<file path="config.mk">
export PLATFORM = sky130hd
export DESIGN_NAME = uae_uart
export DESIGN_NICKNAME = d
export VERILOG_FILES = /design/src/uae_pkg.sv /design/src/uae_uart.sv
export SDC_FILE = /design/constraint.sdc
export NUM_CORES = 1
export LEC_CHECK = 0
export ABC_CLOCK_PERIOD_IN_PS = 5100
export BUFFER_PORTS_ARGS = -buffer_cell sky130_fd_sc_hd__buf_2
export CORE_UTILIZATION = 40
export CTS_BUF_LIST = sky130_fd_sc_hd__clkbuf_8
export DETAILED_ROUTE_END_ITERATION = 16
export GPL_TIMING_DRIVEN = 0
export PLACE_DENSITY = 0.7
export SLEW_MARGIN = 20
export SYNTH_ARGS = -nofsm -noshare
export SYNTH_HDL_FRONTEND = slang
export SYNTH_SLANG_ARGS = --single-unit
export TNS_END_PERCENT = 10
</file>
<file path="constraint.sdc">
create_clock -name clk -period 5.1 [get_ports clk]
set_clock_uncertainty 0.2 [all_clocks]
set_input_delay 0.765 -clock clk [delete_from_list [all_inputs] [get_ports clk]]
set_output_delay 0.765 -clock clk [all_outputs]
set_load 0.01 [all_outputs]
</file>
<file path="src/uae_pkg.sv">
package uae_pkg;
  // Register byte offsets (AHB-Lite, one word each)
  localparam logic [7:0] OFF_MODE = 8'h00;
  localparam logic [7:0] OFF_CTRL = 8'h04;
  localparam logic [7:0] OFF_BRG = 8'h08;
  localparam logic [7:0] OFF_TXB = 8'h0C;
  localparam logic [7:0] OFF_RXB = 8'h10;
  localparam logic [7:0] OFF_STAT = 8'h14;
  localparam logic [7:0] OFF_ADDR = 8'h18;
  localparam logic [7:0] OFF_SMR3 = 8'h1C;
  // Mode register fields
  localparam int MODE_SEL_LSB = 0;
  localparam logic [2:0] MODE_DISABLED = 3'h0;
  localparam logic [2:0] MODE_UART7 = 3'h4;
  localparam logic [2:0] MODE_UART8 = 3'h5;
  localparam logic [2:0] MODE_UART9 = 3'h6;
  localparam int MODE_CKSRC_LSB = 3;
  localparam int MODE_STOP2 = 5;
  localparam int MODE_PAR_ODD = 6;
  localparam int MODE_PAR_EN = 7;
  localparam int MODE_FLOW_LSB = 8;
  localparam int MODE_SLEEP = 10;
  localparam int MODE_DINV = 11;
  localparam int MODE_PINV = 12;
  localparam int MODE_BCD = 13;
  localparam int MODE_SIM = 14;
  localparam int MODE_SDA_DIGITAL_DELAY_SELECT = 15;
  localparam int MODE_W = 16;
  // Control register
  localparam int CTRL_TE = 0;
  localparam int CTRL_RE = 1;
  // Flow pin options
  localparam logic [1:0] FLOW_GPIO = 2'h0;
  localparam logic [1:0] FLOW_CTS = 2'h1;
  localparam logic [1:0] FLOW_RTS = 2'h2;
  // Count source select
  localparam logic [1:0] CK_F1 = 2'h0;
  localparam logic [1:0] CK_F8 = 2'h1;
  localparam logic [1:0] CK_F32 = 2'h2;
  localparam logic [1:0] CK_EXT = 2'h3;
  localparam logic [4:0] DIV8_MAX = 5'h07;
  localparam logic [4:0] DIV32_MAX = 5'h1F;
  localparam logic [3:0] OVERSAMPLE_MAX = 4'hF;
  localparam logic [3:0] SAMPLE_MID = 4'h7;
  // Receive buffer read fields
  localparam int RXB_OVR = 12;
  localparam int RXB_FRM = 13;
  localparam int RXB_PAR = 14;
  localparam int RXB_SUM = 15;
  localparam logic [2:0] SMR3_DL_RESET = 3'h0;

  typedef enum logic [3:0] {
    ST_IDLE = 4'b0001,
    ST_START = 4'b0010,
    ST_DATA = 4'b0100,
    ST_STOP = 4'b1000
  } uae_state_t;

  typedef struct packed {
    logic ovr;
    logic frm;
    logic par;
  } uae_err_t;
endpackage : uae_pkg

</file>
<file path="src/uae_uart.sv">
`timescale 1ns/1ns
// Overview of operation
// - Overrun flagged when a new character lands while buffer is unread.
// - On overrun the new character still overwrites the receive buffer.
// - Overrun raises no receive-complete request.
// - Errors are judged at the shift-to-buffer transfer.
// - Framing error when fewer high stop bits than configured.
// - Overrun and framing cleared by disabled mode or receive enable low.
// - Parity error when ones count mismatches chosen even/odd parity.
// - Parity error cleared by reading the receive buffer low byte.
// - Error-sum is the OR of overrun, framing and parity.
// - Receive enable off then on reinitialises buffer and errors.
// - Disabled mode resets transmit buffer; transmit enable before new data.
// - With CTS on, transfers start only while the CTS input is low.
// - CTS sampled only at character start; current character completes.
// - With RTS on, RTS goes low when receiver is ready.
// - RTS returns high on a falling transfer-clock edge once receiving.
// - Flow pin is GPIO, CTS input or RTS output.
// - Sleep mode accepts every address character, and data only once this node is addressed.
// - Data inversion on transmit-buffer write and receive-buffer read.
// - Polarity reversal inverts TxD drive and RxD sample.
// - Bus collision compares TxD with RxD at rising transfer clock.
// - Delay bits read zero and are locked while digital delay select is zero.
// - Frame is start, data LSB first, optional parity, one or two stops.
// - Bit rate is the divider output divided by 16.
// - Divider source is f1, f8, f32 or the external clock pin.
module uae_uart
  import uae_pkg::*;
(
  // Clock and reset
  input wire logic clk,
  input wire logic reset,
  // AHB-Lite slave
  input wire logic hsel,
  input wire logic [7:0] haddr,
  input wire logic [1:0] htrans,
  input wire logic hwrite,
  input wire logic [2:0] hsize,
  input wire logic [31:0] hwdata,
  input wire logic hready,
  output logic [31:0] hrdata,
  output logic hreadyout,
  output logic hresp,
  // Serial line
  input wire logic channel2ReceivePin,
  input wire logic transferClockPin,
  output logic channel2TransmitPinOut,
  output logic channel2TransmitPinOe,
  // Flow-control pin, three-signal form
  input wire logic flowPinIn,
  output logic flowPinOut,
  output logic flowPinOe,
  // Events
  output logic rxRequest,
  output logic txRequest,
  output logic collisionRequest
);
  logic [MODE_W-1:0] mode_ff;
  logic [1:0] ctrl_ff;
  logic [7:0] brg_ff, brgCnt_ff, addr_ff, gpio_ff;
  logic [2:0] dl_ff;
  logic [8:0] txBuf_ff, rxBuf_ff;
  logic txFull_ff, rxFull_ff, rxReq_ff, txReq_ff, colReq_ff, awake_ff;
  uae_err_t err_ff;
  logic [2:0] rxSync_ff, ckSync_ff, ctsSync_ff;
  logic [4:0] preCnt_ff;
  logic [3:0] txOs_ff, rxOs_ff;
  logic [3:0] txCnt_ff, rxCnt_ff;
  logic [11:0] txSh_ff;
  logic [12:0] rxSh_ff;
  logic rxHi_ff, rtsHigh_ff, ctsLvl_ff, rxLvl_ff, ckLvl_ff;
  uae_state_t txSt_ff, rxSt_ff;
  logic apWr_ff, apRd_ff;
  logic [7:0] apAddr_ff;

  logic [2:0] modeSel;
  logic [1:0] flow, ckSrc;
  logic enabled, parEn, stop2, rxLine, srcTick, brgTick, txTick, rxSample;
  logic [3:0] dataBits, txBits, rxBits;
  logic wrEn, rdEn, rxbRead;
  logic [31:0] wdat;

  assign modeSel = mode_ff[MODE_SEL_LSB +: 3];
  assign flow = mode_ff[MODE_FLOW_LSB +: 2];
  assign ckSrc = mode_ff[MODE_CKSRC_LSB +: 2];
  assign enabled = (modeSel != MODE_DISABLED);
  assign parEn = mode_ff[MODE_PAR_EN];
  assign stop2 = mode_ff[MODE_STOP2];
  assign dataBits = (modeSel == MODE_UART7) ? 4'h7 : (modeSel == MODE_UART9) ? 4'h9 : 4'h8;
  assign txBits = 4'h1 + dataBits + {3'h0, parEn} + (stop2 ? 4'h2 : 4'h1);
  assign rxBits = 4'h1 + dataBits + {3'h0, parEn} + (stop2 ? 4'h2 : 4'h1);
  assign wdat = hwdata;

  // AHB-Lite: zero wait states, always OKAY
  assign hreadyout = 1'b1;
  assign hresp = 1'b0;
  always_ff @(posedge clk) begin
    if (reset) begin
      apWr_ff <= 1'b0;
      apRd_ff <= 1'b0;
      apAddr_ff <= 8'h00;
    end else if (hready) begin
      apWr_ff <= hsel && htrans[1] && hwrite;
      apRd_ff <= hsel && htrans[1] && !hwrite;
      apAddr_ff <= haddr;
    end
  end
  assign wrEn = apWr_ff;
  assign rdEn = hsel && htrans[1] && !hwrite && hready;
  assign rxbRead = apRd_ff && (apAddr_ff == OFF_RXB);

  // Input synchronisers: three stages, change accepted when last two agree
  always_ff @(posedge clk) begin
    if (reset) begin
      rxSync_ff <= 3'h7;
      ckSync_ff <= 3'h0;
      ctsSync_ff <= 3'h7;
      rxLvl_ff <= 1'b1;
      ckLvl_ff <= 1'b0;
      ctsLvl_ff <= 1'b1;
    end else begin
      rxSync_ff <= {rxSync_ff[1:0], channel2ReceivePin};
      ckSync_ff <= {ckSync_ff[1:0], transferClockPin};
      ctsSync_ff <= {ctsSync_ff[1:0], flowPinIn};
      if (rxSync_ff[1] == rxSync_ff[2]) rxLvl_ff <= rxSync_ff[2];
      if (ckSync_ff[1] == ckSync_ff[2]) ckLvl_ff <= ckSync_ff[2];
      if (ctsSync_ff[1] == ctsSync_ff[2]) ctsLvl_ff <= ctsSync_ff[2];
    end
  end
  assign rxLine = rxLvl_ff ^ mode_ff[MODE_PINV];

  always_ff @(posedge clk) begin
    if (reset) preCnt_ff <= 5'h00;
    else preCnt_ff <= preCnt_ff + 5'h01;
  end
  logic ckPrev_ff;
  always_ff @(posedge clk) begin
    if (reset) ckPrev_ff <= 1'b0;
    else ckPrev_ff <= ckLvl_ff;
  end
  always_comb begin
    case (ckSrc)
      CK_F1: srcTick = 1'b1;
      CK_F8: srcTick = (preCnt_ff[2:0] == DIV8_MAX[2:0]);
      CK_F32: srcTick = (preCnt_ff == DIV32_MAX);
      CK_EXT: srcTick = ckLvl_ff && !ckPrev_ff;
      default: srcTick = 1'b0;
    endcase
  end
  // Divider counts n+1 source ticks
  always_ff @(posedge clk) begin
    if (reset || !enabled) brgCnt_ff <= 8'h00;
    else if (srcTick) brgCnt_ff <= (brgCnt_ff == 8'h00) ? brg_ff : brgCnt_ff - 8'h01;
  end
  assign brgTick = srcTick && (brgCnt_ff == 8'h00);

  always_ff @(posedge clk) begin
    if (reset || !enabled) txOs_ff <= 4'h0;
    else if (brgTick) txOs_ff <= txOs_ff + 4'h1;
  end
  assign txTick = brgTick && (txOs_ff == OVERSAMPLE_MAX);

  // Register writes
  always_ff @(posedge clk) begin
    if (reset) begin
      mode_ff <= '0;
      ctrl_ff <= 2'h0;
      brg_ff <= 8'h00;
      addr_ff <= 8'h00;
      gpio_ff <= 8'h00;
      dl_ff <= SMR3_DL_RESET;
    end else begin
      if (wrEn && apAddr_ff == OFF_MODE) mode_ff <= wdat[MODE_W-1:0];
      if (wrEn && apAddr_ff == OFF_CTRL) ctrl_ff <= wdat[1:0];
      if (wrEn && apAddr_ff == OFF_BRG) brg_ff <= wdat[7:0];
      if (wrEn && apAddr_ff == OFF_ADDR) begin
        addr_ff <= wdat[7:0];
        gpio_ff <= wdat[15:8];
      end
      // delay bits locked while digital delay off
      if (!mode_ff[MODE_SDA_DIGITAL_DELAY_SELECT]) dl_ff <= SMR3_DL_RESET;
      else if (wrEn && apAddr_ff == OFF_SMR3) dl_ff <= wdat[7:5];
    end
  end

  // Transmitter
  logic ctsOk;
  assign ctsOk = (flow != FLOW_CTS) || !ctsLvl_ff;
  always_ff @(posedge clk) begin
    if (reset) begin
      txSt_ff <= ST_IDLE;
      txSh_ff <= 12'hFFF;
      txCnt_ff <= 4'h0;
      txFull_ff <= 1'b0;
      txBuf_ff <= 9'h000;
      txReq_ff <= 1'b0;
    end else if (!enabled) begin
      txSt_ff <= ST_IDLE;
      txSh_ff <= 12'hFFF;
      txFull_ff <= 1'b0;
      txReq_ff <= 1'b0;
    end else begin
      case (txSt_ff)
        ST_IDLE: begin
          // CTS checked only here, at character start
          if (txTick && txFull_ff && ctrl_ff[CTRL_TE] && ctsOk) begin
            // start low, data LSB first, parity, stops high
            txSh_ff <= ({3'h0, txBuf_ff} << 1) | (12'hFFF << (dataBits + 4'h1));
            if (parEn) txSh_ff[dataBits + 4'h1] <= ^(txBuf_ff & ~(9'h1FF << dataBits))
              ^ mode_ff[MODE_PAR_ODD];
            txSh_ff[0] <= 1'b0;
            txCnt_ff <= txBits - 4'h1;
            txFull_ff <= 1'b0;
            txSt_ff <= ST_DATA;
          end
        end
        ST_DATA: begin
          if (txTick) begin
            txSh_ff <= {1'b1, txSh_ff[11:1]};
            txCnt_ff <= txCnt_ff - 4'h1;
            if (txCnt_ff == 4'h0) begin
              txSh_ff <= 12'hFFF;
              txSt_ff <= ST_IDLE;
              txReq_ff <= 1'b1;
            end
          end
        end
        default: txSt_ff <= ST_IDLE;
      endcase
      // writes need transmit enable; invert on write; set wins over a load
      if (wrEn && apAddr_ff == OFF_TXB && ctrl_ff[CTRL_TE]) begin
        txBuf_ff <= mode_ff[MODE_DINV] ? ~wdat[8:0] : wdat[8:0];
        txFull_ff <= 1'b1;
      end
      if (txReq_ff && !(txTick && txCnt_ff == 4'h0 && txSt_ff == ST_DATA)) txReq_ff <= 1'b0;
    end
  end
  // transmit polarity; open drain, driven only for low
  always_comb begin
    channel2TransmitPinOut = 1'b0;
    channel2TransmitPinOe = !(txSh_ff[0] ^ mode_ff[MODE_PINV]);
  end

  // Receiver
  logic [3:0] lastIdx;
  logic stopsOk, parBad, rxDone;
  logic [8:0] rxData;
  assign lastIdx = rxBits - 4'h1;
  assign rxDone = (rxSt_ff == ST_DATA) && rxSample && (rxCnt_ff == lastIdx);
  assign rxSample = brgTick && (rxOs_ff == SAMPLE_MID);
  always_comb begin
    rxData = {rxSh_ff[9:1]} & ~(9'h1FF << dataBits);
    stopsOk = stop2 ? (rxLine && rxSh_ff[rxBits - 4'h2]) : rxLine;
    parBad = parEn && ((^rxData) ^ rxSh_ff[dataBits + 4'h1] ^ mode_ff[MODE_PAR_ODD]);
  end
  always_ff @(posedge clk) begin
    if (reset) begin
      rxSt_ff <= ST_IDLE;
      rxOs_ff <= 4'h0;
      rxCnt_ff <= 4'h0;
      rxSh_ff <= '0;
      rxHi_ff <= 1'b0;
    end else if (!enabled || !ctrl_ff[CTRL_RE]) begin
      rxSt_ff <= ST_IDLE;
      rxOs_ff <= 4'h0;
      rxHi_ff <= 1'b0;
    end else begin
      case (rxSt_ff)
        ST_IDLE: begin
          if (brgTick && !rxLine) begin
            rxOs_ff <= 4'h1;
            rxCnt_ff <= 4'h0;
            rxSt_ff <= ST_START;
          end
        end
        ST_START, ST_DATA: begin
          if (brgTick) rxOs_ff <= rxOs_ff + 4'h1;
          // RTS high at falling half of transfer clock
          if (brgTick && rxOs_ff == OVERSAMPLE_MAX) rxHi_ff <= 1'b1;
          if (rxSample) begin
            rxSh_ff[rxCnt_ff] <= rxLine;
            rxCnt_ff <= rxCnt_ff + 4'h1;
            if (rxSt_ff == ST_START && rxLine) rxSt_ff <= ST_IDLE;
            else rxSt_ff <= ST_DATA;
            if (rxDone) begin
              rxSt_ff <= ST_IDLE;
              rxHi_ff <= 1'b0;
            end
          end
        end
        default: rxSt_ff <= ST_IDLE;
      endcase
    end
  end

  // judged at buffer transfer; sleep filter
  logic accept, isAddr;
  assign isAddr = rxData[dataBits - 4'h1];
  assign accept = rxDone && (!mode_ff[MODE_SLEEP] || awake_ff || isAddr);
  always_ff @(posedge clk) begin
    if (reset) begin
      rxBuf_ff <= 9'h000;
      rxFull_ff <= 1'b0;
      rxReq_ff <= 1'b0;
      err_ff <= '0;
      awake_ff <= 1'b0;
    end else if (!enabled || !ctrl_ff[CTRL_RE]) begin
      rxFull_ff <= 1'b0;
      rxReq_ff <= 1'b0;
      err_ff <= '0;
      awake_ff <= 1'b0;
    end else begin
      rxReq_ff <= 1'b0;
      if (accept && mode_ff[MODE_SLEEP] && isAddr)
        awake_ff <= ((rxData[7:0] & ~(8'hFF << (dataBits - 4'h1)))
          == (addr_ff & ~(8'hFF << (dataBits - 4'h1))));
      // parity cleared by low-byte read; set wins
      if (rxbRead) begin
        err_ff.par <= 1'b0;
        rxFull_ff <= 1'b0;
      end
      if (accept) begin
        rxBuf_ff <= rxData;
        rxFull_ff <= 1'b1;
        if (rxFull_ff && !rxbRead) err_ff.ovr <= 1'b1;
        else rxReq_ff <= 1'b1;
        if (!stopsOk) err_ff.frm <= 1'b1;
        if (parBad) err_ff.par <= 1'b1;
      end
    end
  end

  // RTS low when ready; pin role
  always_comb begin
    flowPinOut = gpio_ff[0];
    flowPinOe = gpio_ff[1];
    if (flow == FLOW_RTS) begin
      flowPinOut = !(enabled && ctrl_ff[CTRL_RE] && !rxHi_ff);
      flowPinOe = 1'b1;
    end else if (flow == FLOW_CTS) begin
      flowPinOe = 1'b0;
    end
  end

  logic txLvl;
  assign txLvl = txSh_ff[0] ^ mode_ff[MODE_PINV];
  always_ff @(posedge clk) begin
    if (reset || !enabled) colReq_ff <= 1'b0;
    else colReq_ff <= mode_ff[MODE_BCD] && txTick && (txSt_ff == ST_DATA)
      && (txLvl != rxLvl_ff);
  end
  assign rxRequest = rxReq_ff;
  assign txRequest = txReq_ff;
  assign collisionRequest = colReq_ff;

  // Read data registered; errors with data; sum; invert on read
  logic sum;
  assign sum = err_ff.ovr | err_ff.frm | err_ff.par;
  always_ff @(posedge clk) begin
    if (reset) hrdata <= 32'h0;
    else if (rdEn) begin
      case (haddr)
        OFF_MODE: hrdata <= {16'h0, mode_ff};
        OFF_CTRL: hrdata <= {30'h0, ctrl_ff};
        OFF_BRG: hrdata <= {24'h0, brg_ff};
        OFF_TXB: hrdata <= {23'h0, txBuf_ff};
        OFF_RXB: hrdata <= {16'h0, sum, err_ff.par, err_ff.frm, err_ff.ovr, 3'h0,
          mode_ff[MODE_DINV] ? ~rxBuf_ff : rxBuf_ff};
        OFF_STAT: hrdata <= {24'h0, ctsLvl_ff, awake_ff, sum, txFull_ff, rxFull_ff,
          txSt_ff == ST_IDLE, rxSt_ff != ST_IDLE, !txFull_ff};
        OFF_ADDR: hrdata <= {16'h0, gpio_ff, addr_ff};
        OFF_SMR3: hrdata <= {24'h0, mode_ff[MODE_SDA_DIGITAL_DELAY_SELECT] ? dl_ff : 3'h0, 5'h00};
        default: hrdata <= 32'h0;
      endcase
    end
  end
endmodule : uae_uart

</file>
---- Word level (Yosys, flattened, before mapping) ----
Cells that the tools add are included.
Widths: inputs -> output; s select.
word-level totals
  latch bits .............................. 0
  register bits after elaboration ......... 190
  bits of input ports ..................... 53
  memory bits (writable) .................. 0
  memory bits (read-only) ................. 0
  memories kept ........................... 0
  logic and storage cells ................. 275
  output and inout port bits .............. 41
operators by class
  reduce and logical (&&, ||, !) cells .... 90
  shifts and indexed selects .............. 3
  div/mod/pow operators ................... 0
  bitwise logic cells ..................... 21
  mux-type cells .......................... 60
  equal/unequal tests ..................... 44
  $add $sub $neg .......................... 12
  $mul .................................... 0
  $lt $le $gt $ge ......................... 6
operators with widths
  kind                 count
  $pmux 16 s8          1
  $eq 8x5->1 const B   7
  $mux 4               13
  $logic_and 1x1->1    40
  $pmux 4 s2           5
  $mux 12              3
  $eq 8x4->1 const B   4
  $not 9->9            3
  $logic_not 8->1      3
  $pmux 12 s2          1
  $mux 1               22
  $lt 4x5->1 const B   4
  $and 9x9->9          2
  $mux 9               2
  $reduce_xor 9->1     2
  $add 4x1->4 const B  4
  $and 8x8->8          2
  $eq 8x3->1 const B   2
  $reduce_and 3->1     5
  $bwmux 13            1
  $logic_not 1->1      13
  $bmux 1 s4           3
  $bwmux 12            1
  $eq 4x3->1 const B   3
  44 further kinds     90

---- Depth between registers and ports, before layout ----
  word-level depth ........................ 13
  gate-level depth with buffers ........... 13
  gate-level depth less buffers ........... 13

---- Worst setup path after synthesis ----
No wires, ideal clock.
  path kind ............................... register to register
  from .................................... reg mode_ff[0]
  to ...................................... reg rxBuf_ff[0]
  data required time ...................... 4.786 ns
  data arrival time ....................... 3.425 ns
  clock period less this slack ............ 3.740 ns
  library setup time ...................... 0.114 ns
  cell stages (with the launch flop) ...... 14
  setup slack ............................. 1.360 ns
  path buffers ............................ 0
  path through ............................ dfxtp_1 nand2b_1 inv_1 fa_1 inv_1 fa_1 inv_1 ha_1 inv_1 or3_1 a211o_4 nor4_4 mux2i_1 nor2_1
between the ends
  word-level cells in the longest chain between the ends .. 11
  elaborated cells between the ends (all ways) .. 23
  those cells by class .................... 5 x add/sub; 3 x eq/ne; 1 x shift; 4 x mux; 3 x bitwise; 7 x reduce/logical
RTL lines
  what                                                   line                              text
  from (decl)                                            uae_uart.sv:58                    logic [MODE_W-1:0] mode_ff;
  from (signal assigned)                                 uae_uart.sv:173                   if (wrEn && apAddr_ff == OFF_MODE) mode_ff <= wdat[MODE_W-1:0];
  $eq 3x3->1                                             uae_uart.sv:89                    assign dataBits = (modeSel == MODE_UART7) ? 4'h7 : (modeSel == MODE_UART9) ? 4'h9 : 4'h8;
  $mux 1                                                 uae_uart.sv:89
  $mux 4                                                 uae_uart.sv:89
  $add 4x1->4 or $shl 9x4->9 (tied branches)             uae_uart.sv:91, uae_uart.sv:252
  $add 4x1->4 or $not 9->9 (tied branches)               uae_uart.sv:91, uae_uart.sv:252
  $add 4x2->4 or $and 9x9->9 (tied branches)             uae_uart.sv:91, uae_uart.sv:252
  $sub 4x1->4 or $bmux 1 s4 (tied branches)              uae_uart.sv:248, uae_uart.sv:298
  $eq 4x4->1 or $mux 1 (tied branches)                   uae_uart.sv:249, uae_uart.sv:298
  $logic_and 1x1->1 or $logic_or 1x1->1 (tied branches)  uae_uart.sv:249, uae_uart.sv:299
  $logic_and 1x1->1                                      uae_uart.sv:299                   assign accept = rxDone && (!mode_ff[MODE_SLEEP] || awake_ff || isAddr);
  $reduce_and 2->1 (no line)                             n/a
  to (signal assigned)                                   uae_uart.sv:323                   rxBuf_ff <= rxData;
  to (decl)                                              uae_uart.sv:62                    logic [8:0] txBuf_ff, rxBuf_ff;
Several ways; a longest one is shown, not always the timed one. The select of a mux whose other input is x is not followed.
A chain may end at the register's enable or synchronous reset.

---- Worst setup path in the final report ----
  from .................................... reg mode_ff[0]
  to ...................................... reg rxBuf_ff[7]
Same word-level chain as after synthesis.

==> results.ini <==
[run_status]
outcome = finished clean

[synth]
synth_fa_ha_area_frac = 0.0253
synthCells = 1004
netlist_area_mm2 = 0.00850
synth_xor_area_frac = 0.0593
yosys_warnings = 0
synth.avg_cell_area_um2 = 8.47
synth_top_area_frac = 0.403
muxShareOfSynthArea = 0.0795
synthTopCellsByArea = dfxtp_1 (40%), nor2_1 (7.0%), mux2i_1 (6.4%), nand2_1 (3.9%), xnor2_1 (3.9%)
synth-simple-area-share = 0.239
synth_compound_area_frac = 0.141
synth_seq_cells = 171
ys_types = 70
synth_edf_count = 0
async_flop_share = 0
synthFlopType = dfxtp_1
synth_top_family_by_area = simple AND/OR/NAND/NOR gates
synth_top_cell_by_area = dfxtp_1
seq_area_frac_synth = 0.403

[pwr]
clkPwrFrac = 0.394
p_int_w = 0.00185
switching_share = 0.247
power.share.sequential = 0.551
power.density_mw_per_mm2 = 256
p_leak_nw = 3.48
p_switching_w = 0.000606
peakVddDrop_mv = 0.130
comb_power_share = 0.054

[cts]
cts_root_buf = clkbuf_8
clk_path_buf_depth = 2
htree_levels = 4
clk_latency_ps = 480
cts_setup_buffers = 0
clk_pin_slew_ps = 90
cts-buffers-inserted = 17
cts_resized = 0
cts.sinks = 171
holdBufCountCts = 0
cts_tree = yes

[timing]
setup_viol = 0
maxSlewHeadroom = 0.349
period_needed_ps = 4280
finalHoldViolCount = 0
rsz0062_at_grt = no
fmax_mhz = 234
min_period_over_period = 0.839
tightest_slew_ps = 969
timing.final.ws_setup_ps = 819
finalMaxSlewViolations = 0
holdWs_ps = 217
tns_ps = 0

[global_route]
overflow = 0
grt_pass1_wl_mm = 38.6
grtUsageTotal = 0.232
grt_pass1_vias = 6975
antenna_found_initial = 0
grt_max_degree = 17

[critical_path]
max_stage_delay_ps = 690
path_class = reg2reg
cp_cell_sequence = nand2b_1 > inv_1 > fa_1 > inv_1 > fa_1 > inv_1 > ha_1 > inv_1 > or3_1 > a211o_4 > nor4_4 > mux2i_1 > nor2_1
path_buf_inv = 4
crit-reg2reg-launch = mode_ff[0]
cp-end-kind = flop
cp-start-kind = flop
path_common_cell = inv_1
crit_family = simple AND/OR/NAND/NOR gates
worstPathMaxFanout = 8
worstPathArrival_ps = 4450
cpMaxStageDelayCell = nor4_4
worstSetupStartpoint = mode_ff[0]
cp.required_ps = 5270

[cells_and_area]
final_cell_mix = dfxtp_1 (171), nor2_1 (159), nand2_1 (89), a21oi_1 (66), buf_2 (59)
drive_gt1_frac = 0.130
fill_cells = 2032
nNetsFinal = 1164
instances_no_fill = 1378
antenna_cells = 0
mostFrequentLayoutCell = dfxtp_1
area_growth_pct = 12.9

[placement]
dp_hpwl_mm = 18.8
dp.cells = 1346
dp_slack_ps = 873
portBuffers = 54
gp_congestion = 0.958

[drt]
drt_iter0_drc = 824
via_per_inst = 5.58
dr.pass1.iters = 8
vias = 7686
drc_errors = 0
wirelength_mm = 25.0
wl_per_cell_um = 18.1
postRouteAntennaNets = 0

[min_path]
hp-class = reg2reg
hold_path.startpoint = rxSync_ff[0]

[job]
drv_cap = 0

[floorplanning]
die_area_mm2 = 0.0218
start_util = 0.413
core-area_mm2 = 0.0206
die_x_um = 148
rows = 52
boundaryPins = 94
die_height_um = 148

cell usage after synthesis (3+ instances only):
cell      count
and3b_1       3
ha_1         14
nor4b_1       4
nor3b_1       4
nand4b_1      3
or2_2         9
o211ai_1      4
xnor2_1      38
or4_1         4
nor4_1        9
nand4_1      14
mux2_2        5
nor3_1       53
dfxtp_1     171
buf_1         4
mux2i_1      54
buf_2         4
a21oi_1      66
a221o_1       3
xor2_1       17
nand2_1      89
nor2_1      159
o21ai_0      32
nand2b_1     14
buf_6         4
nand3b_1      6
a221oi_1      6
a22oi_1      27
nor2b_1      11
a22o_1        5
nand3_1      19
inv_1        16
or3_1         5
buf_4        20
a211oi_1     14
mux4_1        3
clkbuf_1     42
metrics by stage:
stage	util	power, W	instance area (µm²)
floorplan	-	0.00146	8560
global placement	0.446	0.00151	9170
detailed placement	0.447	0.00151	9200
CTS	0.466	0.00246	9590
global route	0.467	0.00253	9590
finish	0.467	0.00245	9590
final cells by class:
type / instances / area, µm² / share of cell area
sequential: 171 / 3420 / 0.357
multi-input combinational: 760 / 4720 / 0.492
tap: 270 / 338 / 0.0352
clock inverter: 13 / 129 / 0.0134
clock buffer: 19 / 262 / 0.0273
timing repair buffer: 55 / 275 / 0.0287
buffer: 74 / 388 / 0.0404
inverter: 16 / 60.1 / 0.00626
cells by family (layout without fill, tap and decap cells):
logic type | after synthesis | in the layout
xor gates and xnor gates | 56 | 56
adders and majority gates | 16 | 16
other | 2 | 19
muxes | 62 | 62
AOI/OAI and AO/OA | 185 | 185
and+or+nand+nor | 422 | 422
DFF | 171 | 171
buffers and inverters | 90 | 177
power by group through the flow:
stage	Sequential, W	Clock, W	Combinational (W)
global placement	0.00138	0	0.000128
floorplan	0.00138	0	0.0000794
detailed placement	0.00138	0	0.000130
finish	0.00135	0.000967	0.000134
global route	0.00135	0.00103	0.000144
CTS	0.00135	0.000975	0.000131
sequential cells by signal (all words and copies together), names as in the netlist, 4 cells and up:
| name | count |
|---|---|
| rxSh_ff | 13 |
| mode_ff | 16 |
| preCnt_ff | 5 |
| txOs_ff | 4 |
| rxOs_ff | 4 |
| txCnt_ff | 4 |
| rxCnt_ff | 4 |
| gpio_ff | 8 |
| brg_ff | 8 |
| addr_ff | 8 |
| txBuf_ff | 9 |
| rxBuf_ff | 9 |
| hrdata | 16 |
| brgCnt_ff | 8 |
| txSh_ff | 12 |
| apAddr_ff | 8 |
worst register-to-register path, cell delays in order, from the launching register on:
cell      delay [ps]
dfxtp_1          480
nand2b_1         280
inv_1             90
fa_1             360
inv_1             70
fa_1             470
inv_1            160
ha_1             190
inv_1             80
or3_1            360
a211o_4          390
nor4_4           690
mux2i_1          290
nor2_1            60
metal layers:
layer	up-vias	wire, µm	global-route usage
met1	3673	11100	0.316
met2	301	11400	0.366
li1	3684	-	-
met3	28	2210	0.0590
met5	-	0	0
met4	0	303	0.0552
final timing paths:
kind,to,slack [ps],cells past startpoint
max,rxBuf_ff[7],820,13
min,rxSync_ff[1],220,1
max reg2reg,rxBuf_ff[7],820,13
min reg2reg,rxSync_ff[1],220,1
No activity file was read; power rests on OpenSTA's default activity.
